===== src/hw/spt_consts.vh =====
`ifndef SPT_CONSTS_VH
`define SPT_CONSTS_VH
// Page byte offsets
`define SPT_OFF_HDR 3'h0
`define SPT_OFF_LEN 3'h1
`define SPT_OFF_IND 3'h2
`define SPT_OFF_RSV 3'h3
`define SPT_OFF_NXL_HI 3'h4
`define SPT_OFF_NXL_LO 3'h5
`define SPT_OFF_RSP_HI 3'h6
`define SPT_OFF_RSP_LO 3'h7
// Fixed header values
`define SPT_PAGE_CODE 6'h19
`define SPT_PAGE_LEN 8'h06
`define SPT_PROTO_CODE 4'h6
`define SPT_SPF_SHORT 1'b0
// Field positions
`define SPT_BIT_PS 7
`define SPT_BIT_SPF 6
`define SPT_BIT_IND 4
// Nexus-loss codes
`define SPT_NXL_VENDOR 16'h0000
`define SPT_NXL_FOREVER 16'hFFFF
`define SPT_NXL_RESET 16'h07D0
`define SPT_RSP_RESET 16'h0000
// Subpage codes
`define SPT_SUB_NONE 8'h00
`define SPT_SUB_PHY 8'h01
`define SPT_SUB_SHARED 8'h02
`define SPT_SUB_VEND_LO 8'hE0
`define SPT_SUB_VEND_HI 8'hFE
`define SPT_SUB_ALL 8'hFF
// Timing
// Clock cycles per millisecond at 40 MHz
`define SPT_TICK_CYC 16'h9C40
`endif


===== src/hw/spt_port_params.v =====
// How it works
// - Page identifier reads back as 19h.
// - Subpage-format flag reads zero; writes with it set are refused.
// - Page length reads 06h, bytes after the length byte.
// - Protocol code field reads 6h for SSP.
// - Indicator meaning bit is one copy shared by all ports.
// - Scope policy is shared or per port; per port by default here.
// - Per-port values steer that port; shared values steer all ports.
// - A write to one port's values leaves other ports unchanged.
// - Retry rejected connections for the nexus-loss time, then report loss.
// - Code 0000h uses vendor time; 0001h-FFFEh are milliseconds.
// - Code FFFFh retries forever and never reports loss.
// - Without the page a vendor nexus-loss time applies.
// - Default nexus-loss value is nonzero, 2000 ms.
// - Missing expected frame within timeout aborts the command.
// - Response timeout of zero disables the timer.
// - Without the page no response timer exists.
// - Long subpage codes decode to not allowed, phy, shared, vendor, all.
// - Page present for every logical unit using mode commands.
`include "spt_consts.vh"
`default_nettype none
module spt_port_params #(
  parameter NPORT = 2, // SSP target ports
  parameter PAGE_PRESENT = 1, // Page implemented
  parameter [15:0] VENDOR_NXL_MS = 16'h07D0 // Vendor nexus time
) (
  input wire clk, // 40 MHz clock
  input wire rst, // Sync reset, active high
  input wire pageWr, // Mode select byte write strobe
  input wire pageRd, // Mode sense byte read strobe
  input wire [2:0] pageAddr, // Byte offset in page
  input wire [7:0] pageWrData, // Write byte
  input wire [0:0] portSel, // Addressed target port
  input wire sharedPolicy, // Scope policy: 1 shared, 0 per port
  input wire [7:0] subpageCode, // Long subpage code to classify
  input wire [NPORT-1:0] connRejected, // Connection rejected, retrying
  input wire [NPORT-1:0] connAccepted, // Connection established
  input wire [NPORT-1:0] frameExpect, // Expected frame outstanding
  input wire [NPORT-1:0] frameRcvd, // Expected frame arrived
  output reg [7:0] pageRdData, // Read byte
  output reg pageRdValid, // Read data valid pulse
  output reg pageWrErr, // Write refused pulse
  output reg [2:0] subpageClass, // 0 rsvd,1 bad,2 phy,3 shr,4 vnd,5 all
  output reg indicatorMeaning, // Shared indicator meaning bit
  output reg [NPORT-1:0] nexusLoss, // Nexus loss pulse per port
  output reg [NPORT-1:0] cmdAbort // Command abort pulse per port
);
  localparam [15:0] TICK_CYC = `SPT_TICK_CYC;

  reg [15:0] tickCnt_q;
  reg msTick_q;
  reg [NPORT-1:0] psFlag_q;
  reg [15:0] nxl_q [0:NPORT-1];
  reg [15:0] rsp_q [0:NPORT-1];
  reg [15:0] nxlSh_q;
  reg [15:0] rspSh_q;
  reg indicator_q;
  reg [NPORT-1:0] retrying_q;
  reg [NPORT-1:0] waiting_q;

  // Millisecond tick
  always @(posedge clk) begin
    if (rst) begin
      tickCnt_q <= 16'h0000;
      msTick_q <= 1'b0;
    end else if (tickCnt_q == TICK_CYC - 16'h0001) begin
      tickCnt_q <= 16'h0000;
      msTick_q <= 1'b1;
    end else begin
      tickCnt_q <= tickCnt_q + 16'h0001;
      msTick_q <= 1'b0;
    end
  end

  // Page writes
  wire spfSet = pageWrData[`SPT_BIT_SPF];
  integer i;
  always @(posedge clk) begin
    pageWrErr <= 1'b0;
    if (rst) begin
      indicator_q <= 1'b0;
      nxlSh_q <= `SPT_NXL_RESET;
      rspSh_q <= `SPT_RSP_RESET;
      psFlag_q <= {NPORT{1'b0}};
      for (i = 0; i < NPORT; i = i + 1) begin
        nxl_q[i] <= `SPT_NXL_RESET;
        rsp_q[i] <= `SPT_RSP_RESET;
      end
    end else if (pageWr) begin
      case (pageAddr)
        `SPT_OFF_HDR: begin
          if (spfSet != `SPT_SPF_SHORT)
            pageWrErr <= 1'b1;
          else
            psFlag_q[portSel] <= pageWrData[`SPT_BIT_PS];
        end
        `SPT_OFF_IND: indicator_q <= pageWrData[`SPT_BIT_IND];
        `SPT_OFF_NXL_HI: begin
          if (sharedPolicy) nxlSh_q[15:8] <= pageWrData;
          else nxl_q[portSel][15:8] <= pageWrData;
        end
        `SPT_OFF_NXL_LO: begin
          if (sharedPolicy) nxlSh_q[7:0] <= pageWrData;
          else nxl_q[portSel][7:0] <= pageWrData;
        end
        `SPT_OFF_RSP_HI: begin
          if (sharedPolicy) rspSh_q[15:8] <= pageWrData;
          else rsp_q[portSel][15:8] <= pageWrData;
        end
        `SPT_OFF_RSP_LO: begin
          if (sharedPolicy) rspSh_q[7:0] <= pageWrData;
          else rsp_q[portSel][7:0] <= pageWrData;
        end
        default: pageWrErr <= 1'b0;
      endcase
    end
  end

  // Effective values per port
  wire [15:0] selNxl = sharedPolicy ? nxlSh_q : nxl_q[portSel];
  wire [15:0] selRsp = sharedPolicy ? rspSh_q : rsp_q[portSel];

  // Page reads
  always @(posedge clk) begin
    if (rst) begin
      pageRdData <= 8'h00;
      pageRdValid <= 1'b0;
    end else begin
      pageRdValid <= pageRd;
      if (pageRd) begin
        case (pageAddr)
          `SPT_OFF_HDR: pageRdData <= {psFlag_q[portSel],
            `SPT_SPF_SHORT, `SPT_PAGE_CODE};
          `SPT_OFF_LEN: pageRdData <= `SPT_PAGE_LEN;
          `SPT_OFF_IND: pageRdData <= {3'h0, indicator_q,
            `SPT_PROTO_CODE};
          `SPT_OFF_NXL_HI: pageRdData <= selNxl[15:8];
          `SPT_OFF_NXL_LO: pageRdData <= selNxl[7:0];
          `SPT_OFF_RSP_HI: pageRdData <= selRsp[15:8];
          `SPT_OFF_RSP_LO: pageRdData <= selRsp[7:0];
          default: pageRdData <= 8'h00;
        endcase
      end
    end
  end

  // Subpage classification
  always @(posedge clk) begin
    if (rst) begin
      subpageClass <= 3'h0;
    end else if (subpageCode == `SPT_SUB_NONE) begin
      subpageClass <= 3'h1;
    end else if (subpageCode == `SPT_SUB_PHY) begin
      subpageClass <= 3'h2;
    end else if (subpageCode == `SPT_SUB_SHARED) begin
      subpageClass <= 3'h3;
    end else if (subpageCode >= `SPT_SUB_VEND_LO &&
                 subpageCode <= `SPT_SUB_VEND_HI) begin
      subpageClass <= 3'h4;
    end else if (subpageCode == `SPT_SUB_ALL) begin
      subpageClass <= 3'h5;
    end else begin
      subpageClass <= 3'h0;
    end
  end

  always @(posedge clk) begin
    if (rst) indicatorMeaning <= 1'b0;
    else indicatorMeaning <= indicator_q;
  end

  // Per-port timers
  genvar g;
  generate
    for (g = 0; g < NPORT; g = g + 1) begin : gPort
      wire [15:0] nxlCode = sharedPolicy ? nxlSh_q : nxl_q[g];
      wire [15:0] rspCode = sharedPolicy ? rspSh_q : rsp_q[g];
      wire [15:0] nxlLoad = (PAGE_PRESENT == 0 ||
        nxlCode == `SPT_NXL_VENDOR) ? VENDOR_NXL_MS : nxlCode;
      wire retryAlways = (PAGE_PRESENT != 0) &&
        (nxlCode == `SPT_NXL_FOREVER);
      wire [15:0] rspLoad = (PAGE_PRESENT != 0) ? rspCode
        : 16'h0000;
      wire nxlStart = connRejected[g] && !retrying_q[g];
      wire rspStart = (frameExpect[g] && !waiting_q[g]) ||
        (frameRcvd[g] && frameExpect[g]);
      wire nxlExp;
      wire rspExp;
      wire nxlRun;
      wire rspRun;
      always @(posedge clk) begin
        if (rst) begin
          retrying_q[g] <= 1'b0;
          waiting_q[g] <= 1'b0;
          nexusLoss[g] <= 1'b0;
          cmdAbort[g] <= 1'b0;
        end else begin
          // Retry window closes once rejections stop, so no stale expiry
          if (connAccepted[g] || nxlExp || !connRejected[g])
            retrying_q[g] <= 1'b0;
          else if (connRejected[g]) retrying_q[g] <= 1'b1;
          waiting_q[g] <= frameExpect[g] && !rspExp;
          nexusLoss[g] <= nxlExp && !retryAlways;
          cmdAbort[g] <= rspExp;
        end
      end
      spt_ms_timer uNxl (
        .clk(clk),
        .rst(rst),
        .tick(msTick_q),
        .start(nxlStart),
        .stop(connAccepted[g] || retryAlways || !connRejected[g]),
        .loadVal(nxlLoad),
        .running(nxlRun),
        .expired(nxlExp)
      );
      spt_ms_timer uRsp (
        .clk(clk),
        .rst(rst),
        .tick(msTick_q),
        .start(rspStart),
        .stop(!frameExpect[g]),
        .loadVal(rspLoad),
        .running(rspRun),
        .expired(rspExp)
      );
    end
  endgenerate
endmodule
`default_nettype wire


===== src/hw/spt_ms_timer.v =====
`include "spt_consts.vh"
`default_nettype none
// Millisecond down-counter; a zero load leaves it idle
module spt_ms_timer (
  input wire clk, // Clock
  input wire rst, // Sync reset
  input wire tick, // Millisecond tick
  input wire start, // Load and run
  input wire stop, // Halt
  input wire [15:0] loadVal, // Milliseconds to count
  output reg running, // Counting
  output reg expired // One-cycle expiry pulse
);
  reg [15:0] count_q;
  always @(posedge clk) begin
    expired <= 1'b0;
    if (rst) begin
      running <= 1'b0;
      count_q <= 16'h0000;
    end else if (stop) begin
      running <= 1'b0;
    end else if (start) begin
      count_q <= loadVal;
      running <= (loadVal != 16'h0000);
    end else if (running && tick) begin
      if (count_q == 16'h0001) begin
        running <= 1'b0;
        expired <= 1'b1;
      end
      count_q <= count_q - 16'h0001;
    end
  end
endmodule
`default_nettype wire


===== config.mk =====
export PLATFORM = sky130hd
export DESIGN_NAME = spt_port_params
export DESIGN_NICKNAME = d
export VERILOG_FILES = /design/src/hw/spt_port_params.v /design/src/hw/spt_ms_timer.v
export VERILOG_INCLUDE_DIRS = /design/src /design/src/hw
export SDC_FILE = /design/constraint.sdc
export NUM_CORES = 1
export LEC_CHECK = 0
export BUFFER_PORTS_ARGS = -buffer_cell sky130_fd_sc_hd__buf_4
export CORE_ASPECT_RATIO = 1.5
export CORE_MARGIN = 2
export CORE_UTILIZATION = 30
export CTS_CLUSTER_SIZE = 16
export DETAILED_ROUTE_END_ITERATION = 12
export PLACE_DENSITY = 0.46
export SYNTH_ARGS = -nofsm -noshare
export SYNTH_HDL_FRONTEND = slang
export SYNTH_SLANG_ARGS = --single-unit
export TNS_END_PERCENT = 20

===== constraint.sdc =====
create_clock -name clk -period 4 [get_ports clk]
set_clock_uncertainty 0.05 [all_clocks]
set_input_delay 1.2 -clock clk [delete_from_list [all_inputs] [get_ports clk]]
set_output_delay 1.2 -clock clk [all_outputs]
set_load 0.02 [all_outputs]

==> metrics.txt <==
synthesis-stage register bit count=210; CTS Sinks=210; Post-DP HPWL=25.8 mm; H-tree depth reported by CTS=1; library cell used as clock root buffer=sky130_fd_sc_hd__clkbuf_16; share of async-settable or async-resettable flops after synthesis=0%; via count of the first global-routing pass=9168; static leakage=4.60 nW; smallest setup slack after layout=1.02 ns; die width=161 µm; Pwr Total=0.00531 W; synthesized area per cell=8.92 µm²; part of the cycle the worst path needs=74.6%; antenna-violating nets left=0; initial cell density of the core=30.4%; Post-Synthesis Cell Area=11100 µm²; Least-Margin Pin Slew=1.08 ns; clock buffer count from CTS=25; count of boundary I/O pins=51; Final Hold Vio Count=0; element type at the critical path start=input pin; number of maximum-capacitance constraint violations=0; floorplan row count=86; total overflow reported by the global router=0; per-cell via count in the routed design=5.21; result of the run=completed; number of nets in the layout=1311; number of distinct standard cells referenced by the synthesized netlist=62; Floorplan Core Area=36700 µm²; critical path fanouts, max=38; WP data arrival=3.36 ns; Post-Syn Nets=1290; drt drc=0; CP Capture Type=flop; Resized cells post-CTS=0; worst slew margin relative to its limit=27.9%; DRT Pass-1 Iters=5; routability-driven placement congestion ratio=0.910; largest net degree at the start of global routing=62; proportion of layout cells with a drive suffix above 1=10.9%; fin. max-slew vios=0; total of hold buffers inserted after clock tree synthesis=0; IO buf count=50; time the worst path needs with I/O delays and setup=2.98 ns; vias after detailed routing=9238; highest clock rate=335 MHz; drt wl/cell=20.1 µm; overall die height=240 µm; unrepaired setup endpoints after global routing=false; all-layer global routing usage=18.4%; number of warning messages in the yosys log=0; Post-Route Utilization=34.8%; Setup Crit Path Kind=in -> reg; Layout area overhead=14.6%; Mapped Cells=1248; wire length of the first global-routing pass=55.4 mm; TritonCTS clock tree=yes; initial detailed-routing violation count=727; later-pin clock latency in the skew report=0.55 ns; CTS clk-pin slew, worst paths=0.06 ns; sequential cell area fraction in the yosys report=43.5%; Hold/Removal Path Class=reg -> reg; commonest cells after routing, fill and taps aside=146 x sky130_fd_sc_hd__dfxtp_1, 144 x sky130_fd_sc_hd__nor2_1, 88 x sky130_fd_sc_hd__nand2_1, 83 x sky130_fd_sc_hd__mux2i_1, 76 x sky130_fd_sc_hd__buf_4; count of flip-flops with a built-in enable after synthesis=64; worst voltage drop across the vdd grid=0.000199 V; dominant synthesized flop cell=sky130_fd_sc_hd__dfxtp_1; antenna violations before repair=0; endpoints failing setup=0; drt total wl=35.6 mm; total die area=38700 µm²; total power density per cell area=416 nW/µm²; Data required, critical path=4.38 ns; most common cell after layout, fill and taps aside=sky130_fd_sc_hd__dfxtp_1; diodes inserted=0; Final Hold Slack=0.358 ns; buffer depth of the longest clock path=3; final setup TNS=0 ns; Place WS=0.479 ns; Post-CTS Setup Bufs=0
## critical path: stages
cell                        delay (ns)
sky130_fd_sc_hd__buf_4            0.36
sky130_fd_sc_hd__buf_4            0.28
sky130_fd_sc_hd__mux2_2           0.39
sky130_fd_sc_hd__a211o_1          0.23
sky130_fd_sc_hd__a2111oi_0        0.33
sky130_fd_sc_hd__nand4_1          0.14
sky130_fd_sc_hd__nor4_1           0.32
sky130_fd_sc_hd__nor3_1           0.09
## state kept, by name (all words and copies together), names as in the netlist, 3 cells and up
| name | count |
|---|---|
| gPort.uNxl.count_q | 32 |
| gPort.uRsp.count_q | 32 |
| nxl_q | 32 |
| rsp_q | 32 |
| nxlSh_q | 16 |
| rspSh_q | 16 |
| tickCnt_q | 16 |
| pageRdData | 8 |
| subpageClass | 3 |
## power by group
group	total, W	internal (W)	switching, W
clock network	0.00220	0.00128	0.000922
logic	0.000699	0.000271	0.000428
registers	0.00240	0.00229	0.000110
total	0.00531	0.00385	0.00146
## final timing paths
kind,from,endpoint,slack (ns),cells past startpoint
worst max register to register,msTick_q,gPort[1].uRsp.count_q[11],1.46,6
worst min register to register,gPort[0].uRsp.expired,waiting_q[0],0.36,1
worst max-delay path,sharedPolicy,gPort[0].uRsp.running,1.02,8
worst min-delay path,gPort[0].uRsp.expired,waiting_q[0],0.36,1
## Yosys cell counts (22+ instances only)
cell type	count	share of area (%)
sky130_fd_sc_hd__a211oi_1	33	2.2
sky130_fd_sc_hd__a21oi_1	65	2.9
sky130_fd_sc_hd__and2_1	59	3.3
sky130_fd_sc_hd__clkbuf_1	65	2.2
sky130_fd_sc_hd__dfxtp_1	146	26
sky130_fd_sc_hd__edfxtp_1	64	17
sky130_fd_sc_hd__inv_1	22	0.74
sky130_fd_sc_hd__mux2i_1	83	7.5
sky130_fd_sc_hd__nand2_1	88	3.0
sky130_fd_sc_hd__nand2b_1	37	2.1
sky130_fd_sc_hd__nand3_1	24	1.1
sky130_fd_sc_hd__nor2_1	144	4.9
sky130_fd_sc_hd__nor2b_1	24	1.3
sky130_fd_sc_hd__nor3_1	50	2.2
sky130_fd_sc_hd__nor4_1	27	1.5
sky130_fd_sc_hd__o21ai_0	75	3.4
sky130_fd_sc_hd__or3_1	22	1.2
## metrics by stage
stage / area, µm² / std cells
2_1_floorplan: 11100 / 1248
3_3_place_gp: 12000 / 1726
3_5_place_dp: 12000 / 1726
4_1_cts: 12800 / 1772
5_1_grt: 12800 / 1772
6_report: 12800 / 1772
## final cells by class
class | count | area (µm²)
clock buffers | 34 | 659
multi-input cells | 934 | 5890
repair buffers | 76 | 571
flip-flops and latches | 210 | 4840
inverters | 22 | 82.6
fillers | 3795 | 23900
clock inverters | 12 | 111
well taps | 484 | 606
## routing by layer
| layer | track usage [%] | share of wire [%] | vias to the layer above |
|---|---|---|---|
| li1 | - | - | 4552 |
| met1 | 24.6 | 46 | 4397 |
| met2 | 30.3 | 47 | 225 |
| met3 | 2.40 | 3.9 | 64 |
| met4 | 6.74 | 3.2 | 0 |
| met5 | 0 | 0 | - |
## kinds of logic after synthesis
group,count (synthesis),share of synthesized area (%)
AND/OR/NAND/NOR,533,24.6
flip-flops,210,43.5
XOR/XNOR,42,3.30
adder cells (fa/ha/maj),9,1.01
AO/OA/AOI/OAI,247,14.0
multiplexers,103,9.99
buffers and inverters,104,3.61
Note: power is estimated with default switching activity, not from simulation.
